File: src/common/cbr_map.svh
`ifndef CBR_MAP_SVH
`define CBR_MAP_SVH
// Register byte offsets
`define CBR_CTRL_OFS   8'h00
`define CBR_INFO_OFS   8'h04
`define CBR_ERC_OFS    8'h08
`define CBR_BRP_OFS    8'h0c
`define CBR_BTR_OFS    8'h10
// Operating mode codes
`define CBR_MODE_INIT  3'h0
`define CBR_MODE_NORM  3'h1
`define CBR_MODE_SLEEP 3'h5
`define CBR_MODE_STOP  3'h6
// Control register fields
`define CBR_CCE_BIT    3
`define CBR_GOE_BIT    4
`define CBR_PEND_BIT   5
// Information register fields
`define CBR_BUS_OFF_FLAG_BIT   4
`define CBR_EPAS_BIT   3
// Counter limits
`define CBR_RUN_BITS   4'hb
`define CBR_REC_LAST   8'h7f
`define CBR_PASS_LIM   8'h80
`define CBR_TEC_BUS_OFF_FLAG   8'hf8
`define CBR_ERR_STEP   8'h08
// Bit timing reset values
`define CBR_BRP_RST    8'h00
`define CBR_TIME_SEGMENT_ONE_RST  4'h7
`define CBR_TIME_SEGMENT_TWO_RST  3'h6
`endif

File: src/common/cbr_pkg.sv
package cbr_pkg;
  typedef enum logic [3:0] {
    ST_INIT  = 4'b0001,
    ST_OPER  = 4'b0010,
    ST_SLEEP = 4'b0100,
    ST_STOP  = 4'b1000
  } cbr_state_e;
  typedef logic [7:0] cbr_cnt_t;
endpackage : cbr_pkg

File: src/rtl/cbr_bit_timing.sv
`timescale 1ns/1ps
`include "cbr_map.svh"
module cbr_bit_timing import cbr_pkg::*; (
  input  wire logic       ref_clk,
  input  wire logic       reset_n,
  input  wire logic [7:0] brp,
  input  wire logic [3:0] time_segment_one,
  input  wire logic [2:0] time_segment_two,
  input  wire logic       rx_bit,
  input  wire logic       hsync_edge,
  output logic            tq_en,
  output logic            sample_pulse,
  output logic            sample_bit
);
  logic [7:0] pre_r;
  logic [4:0] pos_r;
  logic [4:0] seg1_end;
  logic [4:0] bit_end;

  // Segment boundaries in quanta: sync is position 0
  assign seg1_end = {1'b0, time_segment_one} + 5'h01;
  assign bit_end  = seg1_end + {2'b00, time_segment_two} + 5'h01;
  assign tq_en    = (pre_r == brp);
  assign sample_pulse = tq_en && (pos_r == seg1_end);

  // Prescaler divides by brp+1, so 1 to 256
  always_ff @(posedge ref_clk or negedge reset_n) begin
    if (!reset_n) begin
      pre_r <= 8'h00;
    end else if (hsync_edge || tq_en) begin
      pre_r <= 8'h00;
    end else begin
      pre_r <= pre_r + 8'h01;
    end
  end

  // Quantum position inside the bit; an edge ends the sync quantum, so position 1 follows
  always_ff @(posedge ref_clk or negedge reset_n) begin
    if (!reset_n) begin
      pos_r <= 5'h00;
    end else if (hsync_edge) begin
      pos_r <= 5'h01;
    end else if (tq_en) begin
      // A shorter bit set mid-bit ends at once rather than wrapping
      pos_r <= (pos_r >= bit_end) ? 5'h00 : pos_r + 5'h01;
    end
  end

  // Sampled level held for the sample_bit output
  always_ff @(posedge ref_clk or negedge reset_n) begin
    if (!reset_n) begin
      sample_bit <= 1'b1;
    end else if (sample_pulse) begin
      sample_bit <= rx_bit;
    end
  end
endmodule : cbr_bit_timing

File: src/rtl/cbr_ctrl.sv
`timescale 1ns/1ps
`include "cbr_map.svh"
module cbr_ctrl import cbr_pkg::*; (
  input  wire logic        ref_clk,
  input  wire logic        reset_n,
  input  wire logic        wb_cyc_i,
  input  wire logic        wb_stb_i,
  input  wire logic        wb_we_i,
  input  wire logic [7:0]  wb_adr_i,
  input  wire logic [3:0]  wb_sel_i,
  input  wire logic [31:0] wb_dat_i,
  output logic [31:0]      wb_dat_o,
  output logic             wb_ack_o,
  input  wire logic        can_rx_in,
  input  wire logic        proto_tx_bit,
  input  wire logic        bus_idle,
  input  wire logic        err_event,
  input  wire logic        err_tx_node,
  input  wire logic        err_intermission,
  input  wire logic        err_flag_done,
  input  wire logic        tx_ok,
  input  wire logic        rx_ok,
  output logic             can_tx_out,
  output logic             err_flag_req,
  output logic             err_flag_passive,
  output logic             ovld_req,
  output logic             sample_pulse,
  output logic             sample_bit
);
  cbr_state_e state_r;
  logic [2:0] mode_r;
  logic [2:0] pend_r;
  logic       recov_r;
  logic       bus_off_flag_r;
  logic       joined_r;
  logic       goe_r;
  cbr_cnt_t   tec_r;
  cbr_cnt_t   rec_r;
  logic       err_pend_r;
  logic       err_tx_r;
  logic [7:0] brp_r;
  logic [3:0] time_segment_one_r;
  logic [2:0] time_segment_two_r;
  logic [1:0] sjw_r;
  logic       rx_s1_r;
  logic       rx_s2_r;
  logic       rx_s3_r;
  logic       tx_r;
  logic       ack_r;
  logic [31:0] dat_r;
  logic       wr_stb;
  logic       wr_ctrl;
  logic [2:0] req;
  logic       cce_w;
  logic       run_pulse;
  logic       fall_edge;
  logic       tq_en;
  logic       rec_start;
  logic       forced;
  logic       rec_done;
  logic       wake;
  logic       cce_init;
  logic       count_ok;
  logic [2:0] operating_mode_field_rd;

  // True for any mode code that is an operation mode
  function automatic logic is_oper(input logic [2:0] m);
    is_oper = (m != `CBR_MODE_INIT) && (m != `CBR_MODE_SLEEP) &&
              (m != `CBR_MODE_STOP);
  endfunction : is_oper

  // Bus strobes; a write lands on the edge where the master sees ack
  assign wb_ack_o = ack_r;
  assign wb_dat_o = dat_r;
  assign wr_stb   = wb_cyc_i && wb_stb_i && wb_we_i && ack_r;
  assign wr_ctrl  = wr_stb && (wb_adr_i == `CBR_CTRL_OFS) && wb_sel_i[0];
  assign req      = wb_dat_i[2:0];
  assign cce_w    = wb_dat_i[`CBR_CCE_BIT];

  // Recovery events
  assign fall_edge = rx_s3_r && !rx_s2_r;
  assign wake      = (state_r == ST_SLEEP) && bus_off_flag_r && fall_edge;
  assign forced    = (state_r == ST_INIT) && bus_off_flag_r && wr_ctrl &&
                     is_oper(req) && cce_w;
  assign rec_start = bus_off_flag_r && !forced &&
                     (((state_r == ST_INIT) && wr_ctrl && is_oper(req)) ||
                      ((state_r == ST_SLEEP) && wr_ctrl && is_oper(req)) ||
                      wake);
  assign rec_done  = recov_r && run_pulse && (rec_r == `CBR_REC_LAST);
  assign cce_init  = (state_r == ST_INIT) && wr_ctrl && cce_w &&
                     !recov_r && !rec_start;
  assign count_ok  = (state_r == ST_OPER) && !bus_off_flag_r;

  // Mode field reads the mode entered, never the pending request
  always_comb begin
    case (state_r)
      ST_OPER:  operating_mode_field_rd = mode_r;
      ST_SLEEP: operating_mode_field_rd = `CBR_MODE_SLEEP;
      ST_STOP:  operating_mode_field_rd = `CBR_MODE_STOP;
      default:  operating_mode_field_rd = `CBR_MODE_INIT;
    endcase
  end

  // Two-stage pin synchroniser plus one stage for edge detection
  always_ff @(posedge ref_clk or negedge reset_n) begin
    if (!reset_n) begin
      rx_s1_r <= 1'b1;
      rx_s2_r <= 1'b1;
      rx_s3_r <= 1'b1;
    end else begin
      rx_s1_r <= can_rx_in;
      rx_s2_r <= rx_s1_r;
      rx_s3_r <= rx_s2_r;
    end
  end

  // Mode state machine
  always_ff @(posedge ref_clk or negedge reset_n) begin
    if (!reset_n) begin
      state_r <= ST_INIT;
      mode_r  <= `CBR_MODE_INIT;
    end else begin
      case (state_r)
        ST_INIT: begin
          if (rec_done) begin
            state_r <= ST_OPER;
            mode_r  <= pend_r;
          end else if (wr_ctrl && is_oper(req) && (!bus_off_flag_r || cce_w)) begin
            state_r <= ST_OPER;
            mode_r  <= req;
          end else if (wr_ctrl && req == `CBR_MODE_SLEEP) begin
            state_r <= ST_SLEEP;
          end else if (wr_ctrl && req == `CBR_MODE_STOP) begin
            state_r <= ST_STOP;
          end
        end
        ST_OPER: begin
          if (wr_ctrl && req == `CBR_MODE_INIT) begin
            state_r <= ST_INIT;
          end else if (wr_ctrl && req == `CBR_MODE_SLEEP) begin
            state_r <= ST_SLEEP;
          end else if (wr_ctrl && req == `CBR_MODE_STOP) begin
            state_r <= ST_STOP;
          end else if (wr_ctrl && is_oper(req)) begin
            mode_r <= req;
          end
        end
        ST_SLEEP: begin
          if (rec_start) begin
            state_r <= ST_INIT;
          end else if (wr_ctrl && is_oper(req)) begin
            state_r <= ST_OPER;
            mode_r  <= req;
          end else if (fall_edge) begin
            state_r <= ST_OPER;
          end else if (wr_ctrl && req == `CBR_MODE_STOP) begin
            state_r <= ST_STOP;
          end
        end
        ST_STOP: begin
          if (wr_ctrl && req == `CBR_MODE_SLEEP) begin
            state_r <= ST_SLEEP;
          end
        end
        default: begin
          state_r <= ST_INIT;
        end
      endcase
    end
  end

  // Pending request and recovery flag
  always_ff @(posedge ref_clk or negedge reset_n) begin
    if (!reset_n) begin
      recov_r <= 1'b0;
      pend_r  <= `CBR_MODE_NORM;
    end else if (rec_start) begin
      recov_r <= 1'b1;
      pend_r  <= wake ? (is_oper(mode_r) ? mode_r : `CBR_MODE_NORM) : req;
    end else if (rec_done || forced) begin
      recov_r <= 1'b0;
    end
  end

  // Bus-off flag and join gate
  always_ff @(posedge ref_clk or negedge reset_n) begin
    if (!reset_n) begin
      bus_off_flag_r   <= 1'b0;
      joined_r <= 1'b1;
    end else begin
      if (count_ok && err_flag_done && err_pend_r && err_tx_r &&
          tec_r >= `CBR_TEC_BUS_OFF_FLAG) begin
        bus_off_flag_r <= 1'b1;
      end else if (rec_done || forced || cce_init) begin
        bus_off_flag_r <= 1'b0;
      end
      if (forced) begin
        joined_r <= 1'b0;
      end else if (run_pulse) begin
        joined_r <= 1'b1;
      end
    end
  end

  // Error counters; the recovery path takes priority over errors
  always_ff @(posedge ref_clk or negedge reset_n) begin
    if (!reset_n) begin
      tec_r <= 8'h00;
      rec_r <= 8'h00;
    end else if (rec_start || rec_done || forced || cce_init) begin
      tec_r <= 8'h00;
      rec_r <= 8'h00;
    end else if (recov_r) begin
      if (run_pulse) begin
        rec_r <= rec_r + 8'h01;
      end
    end else if (count_ok) begin
      if (err_flag_done && err_pend_r) begin
        if (err_tx_r && tec_r < `CBR_TEC_BUS_OFF_FLAG) begin
          tec_r <= tec_r + `CBR_ERR_STEP;
        end else if (!err_tx_r && rec_r != 8'hff) begin
          rec_r <= rec_r + 8'h01;
        end
      end else if (tx_ok && tec_r != 8'h00) begin
        tec_r <= tec_r - 8'h01;
      end else if (rx_ok && rec_r != 8'h00) begin
        rec_r <= rec_r - 8'h01;
      end
    end
  end

  // Flag requests; the flag kind is frozen before the counts move
  always_ff @(posedge ref_clk or negedge reset_n) begin
    if (!reset_n) begin
      err_pend_r       <= 1'b0;
      err_tx_r         <= 1'b0;
      err_flag_req     <= 1'b0;
      err_flag_passive <= 1'b0;
      ovld_req         <= 1'b0;
    end else begin
      err_flag_req <= 1'b0;
      ovld_req     <= 1'b0;
      if (count_ok && err_event && err_intermission) begin
        ovld_req <= 1'b1;
      end else if (count_ok && err_event) begin
        err_flag_req     <= 1'b1;
        err_pend_r       <= 1'b1;
        err_tx_r         <= err_tx_node;
        err_flag_passive <= (tec_r >= `CBR_PASS_LIM) ||
                            (rec_r >= `CBR_PASS_LIM);
      end else if (err_flag_done) begin
        err_pend_r <= 1'b0;
      end
      // Clearing in init also returns the flag kind to its default
      if (cce_init) begin
        err_flag_passive <= 1'b0;
      end
    end
  end

  // Transmit pin is registered; recessive unless fully on the bus
  always_ff @(posedge ref_clk or negedge reset_n) begin
    if (!reset_n) begin
      tx_r <= 1'b1;
    end else begin
      tx_r <= (bus_off_flag_r || !joined_r || state_r != ST_OPER || !goe_r) ?
              1'b1 : proto_tx_bit;
    end
  end
  assign can_tx_out = tx_r;

  // Writable configuration; timing only changes in init
  always_ff @(posedge ref_clk or negedge reset_n) begin
    if (!reset_n) begin
      goe_r   <= 1'b0;
      brp_r   <= `CBR_BRP_RST;
      time_segment_one_r <= `CBR_TIME_SEGMENT_ONE_RST;
      time_segment_two_r <= `CBR_TIME_SEGMENT_TWO_RST;
      sjw_r   <= 2'h0;
    end else if (wr_stb) begin
      if (wb_adr_i == `CBR_CTRL_OFS && wb_sel_i[0]) begin
        goe_r <= wb_dat_i[`CBR_GOE_BIT];
      end
      if (wb_adr_i == `CBR_BRP_OFS && wb_sel_i[0] &&
          state_r == ST_INIT) begin
        brp_r <= wb_dat_i[7:0];
      end
      if (wb_adr_i == `CBR_BTR_OFS && state_r == ST_INIT) begin
        if (wb_sel_i[0]) begin
          time_segment_one_r <= (wb_dat_i[3:0] == 4'h0) ? 4'h1 : wb_dat_i[3:0];
        end
        if (wb_sel_i[1]) begin
          time_segment_two_r <= wb_dat_i[10:8];
          sjw_r   <= wb_dat_i[13:12];
        end
      end
    end
  end

  // Slave answers one cycle after the request; unmapped reads give 0
  always_ff @(posedge ref_clk or negedge reset_n) begin
    if (!reset_n) begin
      ack_r <= 1'b0;
      dat_r <= 32'h0000_0000;
    end else begin
      ack_r <= wb_cyc_i && wb_stb_i && !ack_r;
      case (wb_adr_i)
        `CBR_CTRL_OFS: dat_r <= {26'h0, recov_r, goe_r, 1'b0, operating_mode_field_rd};
        `CBR_INFO_OFS: dat_r <= {27'h0, bus_off_flag_r, err_flag_passive, 3'h0};
        `CBR_ERC_OFS:  dat_r <= {16'h0, rec_r, bus_off_flag_r ? 8'h00 : tec_r};
        `CBR_BRP_OFS:  dat_r <= {24'h0, brp_r};
        `CBR_BTR_OFS:  dat_r <= {18'h0, sjw_r, 1'b0, time_segment_two_r, 4'h0, time_segment_one_r};
        default:       dat_r <= 32'h0000_0000;
      endcase
    end
  end

  cbr_bit_timing u_timing (
    .ref_clk      (ref_clk),
    .reset_n      (reset_n),
    .brp          (brp_r),
    .time_segment_one        (time_segment_one_r),
    .time_segment_two        (time_segment_two_r),
    .rx_bit       (rx_s2_r),
    .hsync_edge   (fall_edge && bus_idle),
    .tq_en        (tq_en),
    .sample_pulse (sample_pulse),
    .sample_bit   (sample_bit)
  );

  // Runs count only while recovering or waiting to join
  cbr_run_det u_run (
    .ref_clk      (ref_clk),
    .reset_n      (reset_n),
    .enable       (recov_r || !joined_r),
    .sample_pulse (sample_pulse),
    .rx_bit       (rx_s2_r),
    .run_pulse    (run_pulse)
  );

  a_tx_bus_off_flag_rec: assert property (@(posedge ref_clk) disable iff (!reset_n)
    $past(bus_off_flag_r) |-> can_tx_out) else $error("tx not recessive");
  a_init_grant: assert property (@(posedge ref_clk) disable iff (!reset_n)
    (state_r == ST_OPER && wr_ctrl && req == `CBR_MODE_INIT) |=>
    (state_r == ST_INIT && operating_mode_field_rd == 3'h0)) else $error("init");
  a_pend_hold: assert property (@(posedge ref_clk) disable iff (!reset_n)
    (recov_r && !rec_done && !forced && state_r == ST_INIT &&
     !(wr_ctrl && (req == `CBR_MODE_SLEEP || req == `CBR_MODE_STOP)))
    |=> state_r == ST_INIT) else $error("left init early");
  a_bus_off_flag_recov: assert property (@(posedge ref_clk) disable iff (!reset_n)
    recov_r |-> bus_off_flag_r) else $error("flag dropped");
  a_rec_step: assert property (@(posedge ref_clk) disable iff (!reset_n)
    (recov_r && run_pulse && !rec_done && !rec_start && !forced) |=>
    rec_r == $past(rec_r) + 8'h01) else $error("rec step");
  a_restart_zero: assert property (@(posedge ref_clk) disable iff (!reset_n)
    rec_start |=> (rec_r == 8'h00 && recov_r)) else $error("restart");
  a_sleep_refuse: assert property (@(posedge ref_clk) disable iff (!reset_n)
    (state_r == ST_SLEEP && wr_ctrl && req == `CBR_MODE_INIT && !fall_edge)
    |=> state_r == ST_SLEEP) else $error("init in sleep");
  a_forced_enter: assert property (@(posedge ref_clk) disable iff (!reset_n)
    forced |=> (state_r == ST_OPER && !bus_off_flag_r && !joined_r))
    else $error("forced");
  a_ovld_req: assert property (@(posedge ref_clk) disable iff (!reset_n)
    (count_ok && err_event && err_intermission) |=>
    (ovld_req && !err_flag_req)) else $error("overload");
  c_forced: cover property (@(posedge ref_clk) disable iff (!reset_n)
    forced ##[1:1000] joined_r);
  c_recovered: cover property (@(posedge ref_clk) disable iff (!reset_n)
    rec_done);
  c_wake: cover property (@(posedge ref_clk) disable iff (!reset_n) wake);
endmodule : cbr_ctrl

File: src/rtl/cbr_run_det.sv
`timescale 1ns/1ps
`include "cbr_map.svh"
module cbr_run_det import cbr_pkg::*; (
  input  wire logic ref_clk,
  input  wire logic reset_n,
  input  wire logic enable,
  input  wire logic sample_pulse,
  input  wire logic rx_bit,
  output logic      run_pulse
);
  logic [3:0] cnt_r;
  logic [3:0] cnt_nxt;

  // A dominant sample restarts the count of recessive bits
  always_comb begin
    cnt_nxt = rx_bit ? cnt_r + 4'h1 : 4'h0;
  end

  // Pulse on every eleventh recessive sample, then count again
  always_ff @(posedge ref_clk or negedge reset_n) begin
    if (!reset_n) begin
      cnt_r     <= 4'h0;
      run_pulse <= 1'b0;
    end else begin
      run_pulse <= 1'b0;
      if (!enable) begin
        cnt_r <= 4'h0;
      end else if (sample_pulse) begin
        if (cnt_nxt == `CBR_RUN_BITS) begin
          cnt_r     <= 4'h0;
          run_pulse <= 1'b1;
        end else begin
          cnt_r <= cnt_nxt;
        end
      end
    end
  end
endmodule : cbr_run_det

File: config.mk
export PLATFORM = sky130hd
export DESIGN_NAME = cbr_ctrl
export DESIGN_NICKNAME = d
export VERILOG_FILES = /design/src/common/cbr_pkg.sv /design/src/rtl/cbr_bit_timing.sv /design/src/rtl/cbr_ctrl.sv /design/src/rtl/cbr_run_det.sv
export VERILOG_INCLUDE_DIRS = /design/src /design/src/common
export SDC_FILE = /design/constraint.sdc
export NUM_CORES = 1
export LEC_CHECK = 0
export BUFFER_PORTS_ARGS = -buffer_cell sky130_fd_sc_hd__buf_4
export CORE_MARGIN = 5
export CORE_UTILIZATION = 30
export DETAILED_ROUTE_END_ITERATION = 10
export HOLD_SLACK_MARGIN = 0.08
export PLACE_DENSITY = 0.59
export SYNTH_ARGS = -nofsm -noshare
export SYNTH_HDL_FRONTEND = slang
export SYNTH_HIERARCHICAL = 1
export SYNTH_SLANG_ARGS = --single-unit
File: constraint.sdc
create_clock -name ref_clk -period 7.2 [get_ports ref_clk]
set_clock_uncertainty 0.15 [all_clocks]
set_input_delay 1.8 -clock ref_clk [delete_from_list [all_inputs] [get_ports ref_clk]]
set_output_delay 1.8 -clock ref_clk [all_outputs]
set_load 0.03 [all_outputs]
==> impl_summary.md <==
Yosys
The cell count after synthesis came out at 567. The share of synthesized area in the top cell type comes to 0.351. Counting distinct cell types in the post-synthesis netlist gives 81.

By area the synthesized netlist is led by dfrtp_1 (35%), dfstp_2 (6.1%), mux2_2 (5.2%), ha_1 (4.2%), xnor2_1 (2.6%). The proportion of register bits with asynchronous set or reset after synthesis is 1.00. The post-synthesis area per instance is 9.95 um2. The number of warnings printed during yosys synthesis is 6. The flop and latch count out of synthesis is 92. Summing every instance area after synthesis gives 5640 um2. In the synthesized netlist the dominant register cell turns out to be dfrtp_1.

dfrtp_1 takes more of the synthesized area than any other cell. Counting flops with a built-in enable in the synthesized netlist gives 0. For this run, the register share of the synthesized area comes to 0.411.

Critical path
STA classifies the critical path startpoint as a flop. Data on the critical path arrives at its endpoint at 2.97 ns. The worst setup path is captured at an output port. The type of the worst setup path is flop to output port.

Data on the critical path is required at its endpoint by 5.25 ns. In this run the worst path has a maximum fanout of 10.

Route
The detail route stage leaves a number of antenna-violating nets equal to 0. The per-cell via count in the routed design is 5.35. In this run, the number of DRC markers left after iteration 0 of detailed routing was 331. The number of iterations in the first detailed-routing pass is 5. The final layout contains routed wiring with a total length of 14.6 mm. The total DRC errors in the routed layout is 0. The mean routed wirelength per cell is 17.1 um. The via count of the routed design is 4561.

Placed design
The count of input and output buffers is 59. The total placed instance area is 6220 um2. Summed over all nets, the half-perimeter wirelength after detailed placement is 10.7 mm. The final estimated routing congestion in global placement is 0.874.

The placement-stage worst setup slack is 2.51 ns.

Cells and area
The final layout contains 691 nets. Of the cells placed in the final design, the portion with a size suffix greater than 1 is 0.228. The layout filler cell count is 1866.

The area growth from synthesis to layout is 15.6%. 0 antenna diodes ended up in the layout. The final standard cell area without fillers is 6520 um2.

STA
On the final layout, the worst hold slack is 0.206 ns. Headroom to the max-slew limit came out at 0.173. Adding up every negative setup slack in the final design gives 0 ns. Across all setup checks in the final design, the least slack found is 2.28 ns.

The hold violation total from the final report is 0. Setup repair after global routing left no endpoint under its margin. The slew of the pin with the lowest slew margin is 1.23 ns.

Derived from the worst setup path, the maximum achievable clock frequency is 203 MHz. Counting I/O delays and the setup requirement, the final critical path takes 4.92 ns. The count of pins over their slew limit is 0. Setup violations remaining at the end of the flow were counted as 0. The final clock period utilization by the worst path is 0.684.

Die
The effective utilization at floorplan is 0.304. The number of top-level pins is 97. The placeable core area is 18600 um2.

The die extent in y is 147 um. From left edge to right edge, the die measures 147 um. The die area is 21600 um2. The cell row count is 50.

Clock tree
The CTS tree is built. TritonCTS created 9 clock buffers. The number of clock sinks seen by CTS is 92. The number of instances resized during post-cts repair is 0. The clock tree buffer depth is 2. Hold repair after CTS inserted 0 buffers. The clock-pin slew reported for the worst setup and hold paths after clock tree synthesis is 0.06 ns. The library cell used as clock root buffer is clkbuf_16. After clock tree synthesis, the setup repair step added 0 buffers. CTS built an H-tree with a depth of 3. Clock latency on the worst-skew pair, taken at its later pin, is 0.35 ns.

GRT
For met3 alone, demand over resource in global routing was 0.0423. The remaining global-route overflow is 0. The maximum number of pins on one net before global-route repair is 55. The number of antenna violations at the first check in global routing is 0. The number of global-route vias before repair is 4374. The global-route met2 utilization is 0.201. The met1 usage in global routing is 0.200. The global routing usage summed across all routing layers is 0.137. The global-route wire length before repair is 23.8 mm. The most congested layer reported by global routing is met2.

Pwr
The peak ir drop on the vdd network is 0.138 mV. The standby leakage power is 2.84 nW. The power density over cell area is 214 nW/um2. The overall power of the completed layout is 1.39 mW.

Run
Across the run, the number of max-cap violations was 0.

Min path
The path class of the tightest hold or removal check is flop to flop.

Status
The flow ran to the end, and the final reports show no timing, DRC or antenna violations.
## logic make-up after synthesis
kind of cell / count (synthesis) / share of synthesized area
simple gates: 198 / 0.199
compound gates: 125 / 0.166
flops: 92 / 0.411
buf+inv: 67 / 0.0615
xor+xnor: 33 / 0.0552
mux: 31 / 0.0617
fa+ha+maj: 20 / 0.0457
other cells: 1 / 0.000665
## layer usage
layer	routed length (um)	up-vias
met5	0	-
met2	6430	166
met3	1060	6
li1	-	2165
met1	7000	2224
met4	92	0
## cells in the mapped netlist (4+ instances only)
| master | n |
|---|---|
| dfrtp_1 | 79 |
| nor2_1 | 34 |
| nand2_1 | 31 |
| mux2_2 | 26 |
| nand3_1 | 26 |
| inv_1 | 24 |
| a21oi_1 | 19 |
| ha_1 | 19 |
| buf_4 | 17 |
| o21ai_0 | 17 |
| xnor2_1 | 17 |
| nor3_1 | 15 |
| a211oi_1 | 14 |
| clkbuf_1 | 14 |
| xor2_1 | 14 |
| dfstp_2 | 13 |
| o31ai_1 | 12 |
| and3_1 | 11 |
| a22o_1 | 10 |
| and2_1 | 10 |
| buf_2 | 9 |
| nor4_1 | 9 |
| nor2b_1 | 8 |
| or4_1 | 8 |
| a221oi_1 | 7 |
| nand4_1 | 7 |
| or3_1 | 7 |
| nand2b_1 | 5 |
| a21o_1 | 4 |
| mux2i_1 | 4 |
## worst max-delay path, stage by stage (launching register included)
cell	delay [ns]
dfstp_2	0.60
ha_1	0.28
nor3b_1	0.19
o21ai_0	0.10
o21ai_0	0.13
o21ai_0	0.15
nor4_2	0.87
buf_4	0.30
## stage by stage
step	util	std cells
global placement	0.335	836
floorplan	-	582
finish	0.351	852
detailed placement	0.335	836
CTS	0.351	852
global route	0.351	852
## where the power goes
group          total [mW]  internal [mW]  switching [mW]
Combinational       0.306          0.135           0.171
Clock               0.489          0.287           0.202
Sequential          0.598          0.553          0.0448
Total                1.39          0.976           0.418
## path summary, 6_finish.rpt
kind                                         end                  start  slack, ns  cells past startpoint
hold reg to reg                          rx_s2_r                rx_s1_r       0.21                      0
setup / recovery                    sample_pulse  time_segment_one_r[0]       2.28                      7
setup reg to reg               u_timing/pos_r[2]  time_segment_one_r[0]       3.68                     13
min in group asynchronous               rec_r[4]                reset_n       1.26                      1
max in group asynchronous  time_segment_one_r[3]                reset_n       4.52                      2
hold / removal                           rx_s2_r                rx_s1_r       0.21                      0
## flip-flops by register name (all words and copies together), names as in the netlist, 3 cells and up
name / count
brp_r: 8
u_timing/pre_r: 8
time_segment_two_r: 3
state_r: 4
wb_dat_o: 16
u_run/cnt_r: 4
rec_r: 8
mode_r: 3
pend_r: 3
u_timing/pos_r: 5
time_segment_one_r: 4
tec_r: 8
## area by class of cell
class | instances | area [um2] | share of cell area
Tap cell | 234 | 293 | 0.0449
Sequential cell | 92 | 2320 | 0.356
Inverter | 25 | 98.8 | 0.0152
Clock buffer | 12 | 256 | 0.0393
Multi-Input combinational cell | 423 | 3040 | 0.466
Timing Repair Buffer | 62 | 465 | 0.0714
Clock inverter | 4 | 47.5 | 0.00729
## cell usage in the layout, fill, tap and decap left out, types with 9 or more instances in the layout
master,netlist,routed
a211oi_1,14,14
a21oi_1,19,18
a22o_1,10,10
and2_1,10,10
and3_1,11,11
buf_4,17,62
clkbuf_16,0,9
conb_1,1,16
dfrtp_1,79,79
dfstp_2,13,13
ha_1,19,19
inv_1,24,24
mux2_2,26,26
nand2_1,31,31
nand3_1,26,26
nor2_1,34,34
nor3_1,15,15
o21ai_0,17,17
o31ai_1,12,12
xnor2_1,17,17
xor2_1,14,14
No activity file was read; power rests on OpenSTA's default activity.
